==> src/core/acc_pkg.sv <==
package acc_pkg;

  // ----------------------------------------------------------------
  // Register map (index; byte address is four times the index)
  // ----------------------------------------------------------------
  localparam int ADDR_W = 10;
  localparam logic [7:0] IDX_P4CFG = 8'hAE;
  localparam logic [7:0] IDX_MODE = 8'hB1;
  localparam logic [7:0] IDX_RES_HI = 8'hB2;
  localparam logic [7:0] IDX_RES_LO = 8'hB3;
  localparam logic [7:0] IDX_IRQ = 8'hB4;

  // ----------------------------------------------------------------
  // Field positions and reset values
  // ----------------------------------------------------------------
  localparam int LO_CKS1_BIT = 6;
  localparam int LO_RES_BIT = 5;
  localparam int LO_CKS0_BIT = 4;
  localparam int IRQ_FLAG_BIT = 0;
  localparam int IRQ_EN_BIT = 1;
  localparam logic [7:0] P4CFG_RESET = 8'h00;
  localparam logic [31:0] RDATA_NONE = 32'h0000_0000;

  // Mode register, bit 7 down to bit 0
  typedef struct packed {
    logic enable;
    logic start;
    logic done;
    logic channel_global_enable;
    logic extRef;
    logic [2:0] chSel;
  } acc_mode_t;

  localparam acc_mode_t MODE_RESET = 8'h00;

  // Converter clock select codes
  typedef enum logic [1:0] {
    CKS_DIV16 = 2'b00,
    CKS_DIV8 = 2'b01,
    CKS_DIV1 = 2'b10,
    CKS_DIV2 = 2'b11
  } acc_cks_t;

  // ----------------------------------------------------------------
  // Timing: converter clock periods per conversion
  // ----------------------------------------------------------------
  localparam int DIV_W = 5;
  localparam logic [DIV_W-1:0] RATIO_16 = 5'd16;
  localparam logic [DIV_W-1:0] RATIO_8 = 5'd8;
  localparam logic [DIV_W-1:0] RATIO_2 = 5'd2;
  localparam logic [DIV_W-1:0] RATIO_1 = 5'd1;
  localparam int CONV_PER_PHASE = 4;
  localparam int PHASES_12 = 16;
  localparam int PHASES_8 = 12;
  localparam int TICK_W = 7;
  localparam logic [TICK_W-1:0] TICKS_12 = TICK_W'(PHASES_12 * CONV_PER_PHASE);
  localparam logic [TICK_W-1:0] TICKS_8 = TICK_W'(PHASES_8 * CONV_PER_PHASE);

  // Analog front-end controls, all driven from flops
  typedef struct packed {
    logic converterEnable;
    logic extRefSelect;
    logic [7:0] chanEnable;
    logic [7:0] digIsolate;
  } acc_analog_t;

endpackage

==> src/core/acc_timer.sv <==
`timescale 1ns/1ps
`default_nettype none
module acc_timer (
  input wire logic sys_clk,
  input wire logic rstSyncN,
  input wire logic run,
  input wire acc_pkg::acc_cks_t clkSel,
  input wire logic res12,
  output logic donePulse
);
  import acc_pkg::*;

  typedef enum logic [1:0] {
    T_IDLE = 2'b00,
    T_RUN = 2'b01,
    T_DONE = 2'b10
  } acc_tstate_t;

  acc_tstate_t state_r;
  logic [DIV_W-1:0] ratio_r;
  logic [DIV_W-1:0] divCnt_r;
  logic [TICK_W-1:0] total_r;
  logic [TICK_W-1:0] tickCnt_r;
  logic wrap;

  // Divided-clock enable: one pulse per converter clock period
  assign wrap = (divCnt_r == ratio_r - DIV_W'(1));

  // Settings latched at start so a mid-conversion write cannot skew it
  always_ff @(posedge sys_clk or negedge rstSyncN) begin
    if (!rstSyncN) begin
      state_r <= T_IDLE;
      ratio_r <= RATIO_16;
      total_r <= TICKS_8;
      divCnt_r <= '0;
      tickCnt_r <= '0;
      donePulse <= 1'b0;
    end else begin
      donePulse <= 1'b0;
      case (state_r)
        T_IDLE: begin
          divCnt_r <= '0;
          tickCnt_r <= '0;
          if (run) begin
            state_r <= T_RUN;
            total_r <= res12 ? TICKS_12 : TICKS_8;
            case (clkSel)
              CKS_DIV16: ratio_r <= RATIO_16;
              CKS_DIV8: ratio_r <= RATIO_8;
              CKS_DIV1: ratio_r <= RATIO_1;
              CKS_DIV2: ratio_r <= RATIO_2;
              default: ratio_r <= RATIO_16;
            endcase
          end
        end
        T_RUN: begin
          if (!run) begin
            state_r <= T_IDLE; // Aborted by software
          end else if (wrap) begin
            divCnt_r <= '0;
            tickCnt_r <= tickCnt_r + TICK_W'(1);
            if (tickCnt_r == total_r - TICK_W'(1)) begin
              state_r <= T_DONE;
              donePulse <= 1'b1;
            end
          end else begin
            divCnt_r <= divCnt_r + DIV_W'(1);
          end
        end
        T_DONE: state_r <= T_IDLE;
        default: state_r <= T_IDLE;
      endcase
    end
  end

endmodule
`default_nettype wire

==> src/core/acc_core.sv <==
// Behaviour
// - Conversion time runs from start bit written one to done flag set.
// - Twelve-bit conversion lasts 64 converter clock periods.
// - Eight-bit conversion lasts 48 converter clock periods.
// - Clock select 00 div16, 01 div8, 10 div1, 11 div2 of CPU clock.
// - Channel select value routes analog input of same index.
// - Only the single selected channel is ever connected.
// - Analog config bit one isolates the pin's digital input path.
// - Start bit clears itself when a conversion finishes.
// - Done flag clears on start written one, sets at end. Here the clear also needs enable written one.
// - End of conversion raises the converter interrupt flag.
// - Software may write done flag to zero after reading result.
// - Result bits 11..4 in high byte, bits 3..0 in low nibble.
// - Resolution bit zero eight-bit, one twelve-bit; eight uses high byte.
// - Mode register layout enable, start, done, channel_global_enable, ref, channel.
// - Clock select bits 6 and 4, resolution bit 5, result read-only.
//
// Local design decision: the APB slave port.
`timescale 1ns/1ps
`default_nettype none
module acc_core (
  input wire logic sys_clk,
  input wire logic rstn,
  input wire logic psel,
  input wire logic penable,
  input wire logic pwrite,
  input wire logic [acc_pkg::ADDR_W-1:0] paddr,
  input wire logic [31:0] pwdata,
  output logic [31:0] prdata,
  output logic pready,
  output logic pslverr,
  input wire logic [11:0] adcSample,
  output acc_pkg::acc_analog_t analogCtrl,
  output logic convIrqFlag,
  output logic convIrqEnable
);
  import acc_pkg::*;

  // --------------------------------------------------------------
  // Helpers
  // --------------------------------------------------------------

  // Word-aligned match of a bus address to a register index
  function automatic logic regHit(input logic [ADDR_W-1:0] addr,
                                  input logic [7:0] idx);
    regHit = (addr[ADDR_W-1:2] == idx) && (addr[1:0] == 2'b00);
  endfunction

  // One-hot decode of a three-bit channel number
  function automatic logic [7:0] oneHot(input logic [2:0] sel);
    oneHot = 8'h01 << sel;
  endfunction

  // --------------------------------------------------------------
  // Reset release
  // --------------------------------------------------------------
  logic rstMeta_r;
  logic rstSyncN;

  // Asserts at once, releases two edges later to avoid a ragged exit
  always_ff @(posedge sys_clk or negedge rstn) begin
    if (!rstn) begin
      rstMeta_r <= 1'b0;
      rstSyncN <= 1'b0;
    end else begin
      rstMeta_r <= 1'b1;
      rstSyncN <= rstMeta_r;
    end
  end

  // --------------------------------------------------------------
  // Declarations
  // --------------------------------------------------------------
  acc_mode_t mode_r;
  acc_mode_t wMode;

  // Mode register fields, one flop each
  logic modeEn_r;
  logic modeStart_r;
  logic modeDone_r;
  logic modeGchs_r;
  logic modeRef_r;
  logic [2:0] modeCh_r;

  acc_cks_t cks_r;
  logic res12_r;
  logic [7:0] p4cfg_r;
  logic [7:0] resHigh_r;
  logic [3:0] resLow_r;
  logic [11:0] sampleMeta_r;
  logic [11:0] sampleSync_r;
  logic accessCyc;
  logic commit;
  logic wrEn;
  logic mapped;
  logic donePulse;
  logic completion;
  logic startAccept;
  logic [31:0] rdValue;

  // Register selects and write strobes
  logic hitP4;
  logic hitMode;
  logic hitResHi;
  logic hitResLo;
  logic hitIrq;
  logic wrP4;
  logic wrMode;
  logic wrResLo;
  logic wrIrq;
  logic irqClear;

  // --------------------------------------------------------------
  // APB slave
  // --------------------------------------------------------------

  // One wait state: pready rises in the second access cycle
  assign accessCyc = psel && penable;
  assign commit = accessCyc && pready;
  assign wrEn = commit && pwrite;
  assign wMode = acc_mode_t'(pwdata[7:0]);

  // --------------------------------------------------------------
  // Register decode
  // --------------------------------------------------------------

  // Selects for the write strobes, hitResHi feeding none; the read mux and the map check decode the address again
  assign hitP4 = regHit(paddr, IDX_P4CFG);
  assign hitMode = regHit(paddr, IDX_MODE);
  assign hitResHi = regHit(paddr, IDX_RES_HI);
  assign hitResLo = regHit(paddr, IDX_RES_LO);
  assign hitIrq = regHit(paddr, IDX_IRQ);

  // Write strobes; each fires only on the edge that ends a transfer
  assign wrP4 = wrEn && hitP4;
  assign wrMode = wrEn && hitMode;
  assign wrResLo = wrEn && hitResLo;
  assign wrIrq = wrEn && hitIrq;
  // A one in the flag position is ignored, so software can only clear
  // the request and never fake a finished conversion
  assign irqClear = wrIrq && !pwdata[IRQ_FLAG_BIT];

  // Any other word answers with an error and has no side effect
  assign mapped = regHit(paddr, IDX_P4CFG) || regHit(paddr, IDX_MODE) ||
                  regHit(paddr, IDX_RES_HI) || regHit(paddr, IDX_RES_LO) ||
                  regHit(paddr, IDX_IRQ);

  // Read mux; the analog config register is write-only and reads zero
  always_comb begin
    rdValue = RDATA_NONE;
    if (regHit(paddr, IDX_MODE)) begin
      rdValue[7:0] = mode_r;
    end else if (regHit(paddr, IDX_RES_HI)) begin
      rdValue[7:0] = resHigh_r;
    end else if (regHit(paddr, IDX_RES_LO)) begin
      rdValue[LO_CKS1_BIT] = cks_r[1];
      rdValue[LO_RES_BIT] = res12_r;
      rdValue[LO_CKS0_BIT] = cks_r[0];
      rdValue[3:0] = resLow_r;
    end else if (regHit(paddr, IDX_IRQ)) begin
      rdValue[IRQ_FLAG_BIT] = convIrqFlag;
      rdValue[IRQ_EN_BIT] = convIrqEnable;
    end
  end

  // Answer flops; read data frozen for the cycle pready is high
  always_ff @(posedge sys_clk or negedge rstSyncN) begin
    if (!rstSyncN) begin
      pready <= 1'b0;
      pslverr <= 1'b0;
      prdata <= RDATA_NONE;
    end else begin
      pready <= accessCyc && !pready;
      pslverr <= accessCyc && !pready && !mapped;
      if (accessCyc && !pready) begin
        prdata <= pwrite ? RDATA_NONE : rdValue;
      end
    end
  end

  // --------------------------------------------------------------
  // Conversion control
  // --------------------------------------------------------------

  // A start write only counts with the converter enabled
  assign startAccept = wrMode && wMode.start && wMode.enable;
  // Finish only counts while the start bit still stands
  assign completion = donePulse && mode_r.start;

  // Timer follows the start bit and idles one edge after start drops; an aborted conversion can
  // still raise donePulse on the abort edge, which the start gate on completion then ignores
  acc_timer u_timer (
    .sys_clk(sys_clk),
    .rstSyncN(rstSyncN),
    .run(mode_r.start),
    .clkSel(cks_r),
    .res12(res12_r),
    .donePulse(donePulse)
  );

  // --------------------------------------------------------------
  // Mode register
  // --------------------------------------------------------------

  // Software view; each field has its own flop and a single writer
  assign mode_r = {modeEn_r, modeStart_r, modeDone_r, modeGchs_r, modeRef_r,
                   modeCh_r};

  // Configuration fields take effect at once; software must not move
  // the channel while a conversion is sampling it
  always_ff @(posedge sys_clk or negedge rstSyncN) begin
    if (!rstSyncN) begin
      modeEn_r <= MODE_RESET.enable;
      modeGchs_r <= MODE_RESET.channel_global_enable;
      modeRef_r <= MODE_RESET.extRef;
      modeCh_r <= MODE_RESET.chSel;
    end else if (wrMode) begin
      modeEn_r <= wMode.enable;
      modeGchs_r <= wMode.channel_global_enable;
      modeRef_r <= wMode.extRef;
      modeCh_r <= wMode.chSel;
    end
  end

  // Start bit; writing zero or disabling the converter aborts
  always_ff @(posedge sys_clk or negedge rstSyncN) begin
    if (!rstSyncN) begin
      modeStart_r <= MODE_RESET.start;
    end else if (wrMode) begin
      modeStart_r <= wMode.start && wMode.enable;
    end else if (completion) begin
      modeStart_r <= 1'b0;
    end
  end

  // Done flag; a finishing conversion beats a software clear
  always_ff @(posedge sys_clk or negedge rstSyncN) begin
    if (!rstSyncN) begin
      modeDone_r <= MODE_RESET.done;
    end else if (startAccept) begin
      modeDone_r <= 1'b0;
    end else if (completion) begin
      modeDone_r <= 1'b1;
    end else if (wrMode && !wMode.done) begin
      modeDone_r <= 1'b0;
    end
  end

  // Clock select and resolution; set these before starting
  always_ff @(posedge sys_clk or negedge rstSyncN) begin
    if (!rstSyncN) begin
      cks_r <= CKS_DIV16;
      res12_r <= 1'b0;
    end else if (wrResLo) begin
      cks_r <= acc_cks_t'({pwdata[LO_CKS1_BIT], pwdata[LO_CKS0_BIT]});
      res12_r <= pwdata[LO_RES_BIT];
    end
  end

  // Port-four analog configuration, write-only
  always_ff @(posedge sys_clk or negedge rstSyncN) begin
    if (!rstSyncN) begin
      p4cfg_r <= P4CFG_RESET;
    end else if (wrP4) begin
      p4cfg_r <= pwdata[7:0];
    end
  end

  // --------------------------------------------------------------
  // Result capture
  // --------------------------------------------------------------

  // The analog core holds its code steady near the end of a
  // conversion, so a plain two-flop bus sync is adequate here
  always_ff @(posedge sys_clk or negedge rstSyncN) begin
    if (!rstSyncN) begin
      sampleMeta_r <= '0;
      sampleSync_r <= '0;
    end else begin
      sampleMeta_r <= adcSample;
      sampleSync_r <= sampleMeta_r;
    end
  end

  // Result lands on the same edge as the done and interrupt flags
  always_ff @(posedge sys_clk or negedge rstSyncN) begin
    if (!rstSyncN) begin
      resHigh_r <= '0;
      resLow_r <= '0;
    end else if (completion) begin
      resHigh_r <= sampleSync_r[11:4];
      resLow_r <= res12_r ? sampleSync_r[3:0] : 4'h0;
    end
  end

  // --------------------------------------------------------------
  // Interrupt request flag and enable
  // --------------------------------------------------------------

  // Flag set by the finish wins over a clear written the same cycle
  always_ff @(posedge sys_clk or negedge rstSyncN) begin
    if (!rstSyncN) begin
      convIrqFlag <= 1'b0;
    end else if (completion) begin
      convIrqFlag <= 1'b1;
    end else if (irqClear) begin
      convIrqFlag <= 1'b0;
    end
  end

  // Enable is only stored and driven out beside the flag; it never gates the flag
  always_ff @(posedge sys_clk or negedge rstSyncN) begin
    if (!rstSyncN) begin
      convIrqEnable <= 1'b0;
    end else if (wrIrq) begin
      convIrqEnable <= pwdata[IRQ_EN_BIT];
    end
  end

  // --------------------------------------------------------------
  // Analog front-end controls
  // --------------------------------------------------------------

  // Registered so switch controls never glitch during decode
  always_ff @(posedge sys_clk or negedge rstSyncN) begin
    if (!rstSyncN) begin
      analogCtrl <= '0;
    end else begin
      analogCtrl.converterEnable <= mode_r.enable;
      analogCtrl.extRefSelect <= mode_r.extRef;
      analogCtrl.chanEnable <= mode_r.channel_global_enable ?
                               oneHot(mode_r.chSel) : 8'h00;
      analogCtrl.digIsolate <= p4cfg_r;
    end
  end

endmodule
`default_nettype wire

==> config.mk <==
export PLATFORM = sky130hd
export DESIGN_NAME = acc_core
export DESIGN_NICKNAME = d
export VERILOG_FILES = /design/src/core/acc_pkg.sv /design/src/core/acc_timer.sv /design/src/core/acc_core.sv
export SDC_FILE = /design/constraint.sdc
export NUM_CORES = 1
export LEC_CHECK = 0
export BUFFER_PORTS_ARGS = -buffer_cell sky130_fd_sc_hd__buf_2
export CAP_MARGIN = 10
export CORE_MARGIN = 1.5
export CORE_UTILIZATION = 53
export DETAILED_ROUTE_END_ITERATION = 8
export PLACE_DENSITY = 0.8
export SLEW_MARGIN = 20
export SYNTH_ARGS = -nofsm -noshare
export SYNTH_HDL_FRONTEND = slang
export SYNTH_SLANG_ARGS = --single-unit
==> constraint.sdc <==
create_clock -name sys_clk -period 3.7 [get_ports sys_clk]
set_input_delay 0.185 -clock sys_clk [delete_from_list [all_inputs] [get_ports sys_clk]]
set_output_delay 0.185 -clock sys_clk [all_outputs]
set_load 0.02 [all_outputs]
======== Yosys cells after proc, flatten, opt, wreduce, memory -nomap -nowiden ========
Index checks and enable logic that the tools add are counted.
Widths: inputs -> output; s select.
storage, ports and cells
  output and inout bits ................... 54
  input bits .............................. 59
  word-level logic and storage cells ...... 123
  register bits after elaboration ......... 138
operators by class
  eq/ne operators ......................... 16
  shift-type cells ........................ 1
  add/sub/neg operators ................... 4
  mux-type cells .......................... 33
  reductions and logical operators ........ 39
operator list
  operator             number
  $eq 8x8->1 const B   5
  $mux 7               4
  $mux 8               3
  $logic_and 1x1->1    20
  $pmux 5 s4           1
  $mux 5               3
  $pmux 7 s2           1
  $mux 1               12
  $mux 2               6
  $pmux 5 s2           1
  $shl 1x3->8 const A  1
  $add 7x1->7 const B  1
  $eq 7x7->1           1
  $sub 7x1->7 const B  1
  $logic_not 2->1      3
  $ne 3x2->1 const B   2
  $reduce_and 3->1     2
  $reduce_bool 2->1    3
  $add 5x1->5 const B  1
  $eq 5x5->1           1
  $sub 5x1->5 const B  1
  $eq 2x1->1 const B   2
  $eq 2x2->1 const B   2
  $logic_not 1->1      4
  other kinds (7)      12

======== Longest topological paths before layout ========
  depth after elaboration ................. 8
  mapped depth ............................ 9
  mapped depth without buffers ............ 8

======== By module ========
A second synthesis with hierarchy kept.
second synthesis, totals
  cell total of the unflattened synthesis .. 367
  area, all modules ....................... 4538.1 µm²
by module, submodules not included
  module     area an instance (µm²)  instances  cells an instance
  acc_core   3344.5                  1          244
  acc_timer  1193.6                  1          123

======== Worst setup path after synthesis ========
No wires, ideal clock.
  path type ............................... register to register
  start point ............................. register u_timer.ratio_r[0]
  end point ............................... register u_timer.tickCnt_r[5]
  required time ........................... 3.573 ns
  clock period less this slack ............ 2.325 ns
  arrival ................................. 2.198 ns
  cell stages (with the launch flop) ...... 10
  setup slack ............................. 1.375 ns
  buffers on the path ..................... 1
  cell sequence ........................... dfrtp_1 -> inv_1 -> ha_1 -> ha_1 -> xor2_1 -> nand4_2 -> or3_1 -> buf_6 -> or3_4 -> mux2i_1
on the way
  cells in the longest elaborated chain, start to end .. 4
ends and longest elaborated chain
  item                        RTL line         text
  from (decl)                 acc_timer.sv:20  logic [DIV_W-1:0] ratio_r;
  from (signal assigned)      acc_timer.sv:33  ratio_r <= RATIO_16;
  from (signal assigned)      acc_timer.sv:48  CKS_DIV16: ratio_r <= RATIO_16;
  from (signal assigned)      acc_timer.sv:49  CKS_DIV8: ratio_r <= RATIO_8;
  $sub 5x1->5                 acc_timer.sv:27  assign wrap = (divCnt_r == ratio_r - DIV_W'(1));
  $eq 5x5->1                  acc_timer.sv:27
  $ne 2x1->1 (no line)        n/a
  $reduce_and 3->1 (no line)  n/a
  to (signal assigned)        acc_timer.sv:61  tickCnt_r <= tickCnt_r + TICK_W'(1);
  to (decl)                   acc_timer.sv:23  logic [TICK_W-1:0] tickCnt_r;
No other way between the ends.
A chain may end at the register's enable or synchronous reset.

======== Final worst setup path ========
Ends and elaborated chain as after synthesis.

==> metrics <==
Pins Over Slew Limit 0; post-route DRC violation count 0; hold_sp pwdata[3]; RSZ-0062 raised after global routing no; first-pass GRT wire length 13,050 um; initial antenna violation count 0; number of global-route vias before repair 2,759; Avg Cell Area, Syn 11.87 um^2; Root Driver clkbuf_8; total core area 8134 um^2; largest vdd supply drop 312.1 uV; Worst Setup Path Type register to register; Setup TNS 0 ns; Max-slew headroom 0.3679; I/O Buffers 64; CTS max path bufs 2; number of flops mapped to enable cells by yosys 0; type of origin of the critical path register; FMAX 406.0 MHz; Yosys warnings 0; CP Max Fanout 8; Worst Hold Depth 2; largest net degree at the start of global routing 39; Synth top area share 0.6024; Pwr Total 2.352 mW; I/O Pins 113; placed instance count 534; CTS tree yes; Area Overhead vs Synth 15.26%; final cell count without fillers 563; fraction of the yosys area taken by sequential cells 0.6144; via count 2,890; total clock sinks 108; setup ws final 1.237 ns; leading area contributor after synthesis dfrtp_1; Detail Route Antenna Nets 0; Worst-Skew Late Latency 0.36 ns; Final min period 2.463 ns; synthesized cell area 4403 um^2; DR pass1 iterations 5; global route overflow 0; Die Span Y 94.15 um; CP Data Required Time 3.95 ns; post-DR vias/cell 5.133; Reg clk slew, reported paths 0.10 ns; endpoints failing setup 0; synth top area cells dfrtp_1, mux2_2, buf_4; measured slew at the worst slew-check pin 0.9447 ns; R2R Path Start u_timer.ratio_r[0]; CP endpoint kind register; DRT Wirelength 8103 um; Max Cap Viol 0; flop2flop setup slack 1.24 ns; FF-to-FF End u_timer.tickCnt_r[5]; initial detailed-routing violation count 111; HPWL Detailed 5826 um; pwr/cell area 463.4 nW/um^2; Fillers 614; outcome finished, final reports clean; number of CTS-inserted buffers 9; post-synth cell types 45; DR WL/cell 14.39 um; GPL Wtd Cong 0.8455; synthesized instance count 371; Initial Utilization 0.5413; hold path endpoint p4cfg_r[3]; worst r2r path cells 8; Post-CTS Setup Repair Bufs 0; top_reg_cell synth dfrtp_1; FFs w/ async S/R, synth 1.000; Die X-Extent 94.15 um; Final period util 0.6657; DP Worst Slack 1.221 ns; n_diodes 0; H-Tree Depth 3; worst min path class input pin to register; Yosys reg bits 108; critical path arrival 2.72 ns; layout cells sized above 1 0.2598; Worst Skew 0.008724 ns; final hold viol count 0; die area 8863 um^2; static leakage 2.539 nW; Core Rows 33; Tot GR Track Use 0.1954; Final nets 516
==> worst max-delay path: stages (launching register included) <==
cell and delay, ns:
dfrtp_1 0.39, inv_1 0.05, ha_1 0.22, ha_1 0.30
xor2_1 0.17, nand4_2 0.18, or3_1 0.51, or3_4 0.42
mux2i_1 0.12
==> sequential cells by signal (all words and copies together), names as in the netlist, 5 cells and up <==
register,cells
u_timer.tickCnt_r,7
sampleMeta_r,12
resHigh_r,8
prdata,8
u_timer.divCnt_r,5
p4cfg_r,8
sampleSync_r,12
analogCtrl,18
==> logic make-up (layout without fill, tap and decap cells) <==
kind of cell,Yosys count,in the layout,synth area share
and+or+nand+nor,137,137,0.1608
DFF,108,108,0.6144
AOI/OAI and AO/OA,43,43,0.05740
buffers and inverters,36,100,0.05286
muxes,30,30,0.07616
xor gates and xnor gates,11,11,0.02529
adders and majority gates,4,4,0.01137
other,2,25,0.001706
==> routing by layer <==
metal,vias to the layer above,global-route usage,part of all wire
met4,0,0.08831,0.026
li1,1388,-,-
met3,17,0.03722,0.039
met2,76,0.3267,0.51
met5,-,0,0
met1,1409,0.2461,0.42
==> synth_stat cells, types with 5 or more instances <==
| library cell | count |
|---|---|
| dfrtp_1 | 106 |
| nand2_1 | 41 |
| nor2_1 | 31 |
| mux2_2 | 28 |
| buf_4 | 24 |
| o21ai_0 | 20 |
| nand2b_1 | 12 |
| a21oi_1 | 10 |
| nand3_1 | 9 |
| clkbuf_1 | 6 |
| xnor2_1 | 6 |
| inv_1 | 5 |
| nor3_1 | 5 |
| nor4_1 | 5 |
| o211ai_1 | 5 |
==> where the power goes <==
| group | switching (mW) | internal (mW) |
|---|---|---|
| Combinational | 0.164 | 0.137 |
| Sequential | 0.0767 | 1.26 |
| Clock | 0.397 | 0.322 |
==> per-stage QoR <==
step / utilization / area (um^2) / hold WS (ns)
2_1_floorplan: - / 4489 / -0.1106
3_5_place_dp: 0.5834 / 4746 / -0.02513
3_3_place_gp: 0.5834 / 4746 / -0.02746
5_1_grt: 0.6239 / 5075 / 0.05473
4_1_cts: 0.6239 / 5075 / 0.04693
6_report: 0.6239 / 5075 / 0.06890
==> cell type report <==
cell class | count | area [um^2] | share of cell area
clock buffer | 10 | 127.6 | 0.02515
multi-input combinational | 250 | 1551 | 0.3057
inverter | 5 | 18.77 | 0.003698
tap | 105 | 131.4 | 0.02589
timing repair buffer | 79 | 465.4 | 0.09172
sequential | 108 | 2709 | 0.5338
clock inverter | 6 | 71.32 | 0.01405
==> worst max-delay path by stage <==
stage,slack [ns],end,start
floorplan,0.47,analogCtrl[0],rstSyncN
global placement,1.29,u_timer.tickCnt_r[5],u_timer.ratio_r[0]
detailed placement,1.22,u_timer.tickCnt_r[5],u_timer.ratio_r[0]
CTS,1.22,u_timer.divCnt_r[3],u_timer.ratio_r[0]
global route,1.05,u_timer.divCnt_r[3],u_timer.ratio_r[0]
finish,1.24,u_timer.tickCnt_r[5],u_timer.ratio_r[0]
==> repair_timing <==
item	4_1_cts	5_1_grt
endpoints found under the hold margin	14	0
hold buffers	13	0
resized for setup	0	0
==> cells in the final DEF, fill, tap and decap left out, types with 2 or more instances in the layout <==
master,synthesis,routed
and3_1,2,2
a21oi_1,10,10
a21o_1,2,2
nand2b_1,12,12
mux2_2,28,28
inv_6,0,2
nor4b_1,3,3
nand3_1,9,9
dlygate4sd3_1,0,13
dfstp_2,2,2
mux2i_1,2,2
buf_2,0,64
buf_4,24,2
nor4bb_1,4,4
o31ai_1,3,3
ha_1,4,4
o21ai_0,20,20
xor2_1,3,3
or3_1,2,2
nand2_1,41,41
nand4_1,3,3
nor2b_1,4,4
dfrtp_1,106,105
xnor2_1,6,6
o211ai_1,5,5
nor3_1,5,5
inv_1,5,5
nor2_1,31,31
nor4_1,5,5
nand3b_1,4,4
clkbuf_8,0,9
nor3b_1,3,3
conb_1,2,25
Power figures use the tool's default switching activity.
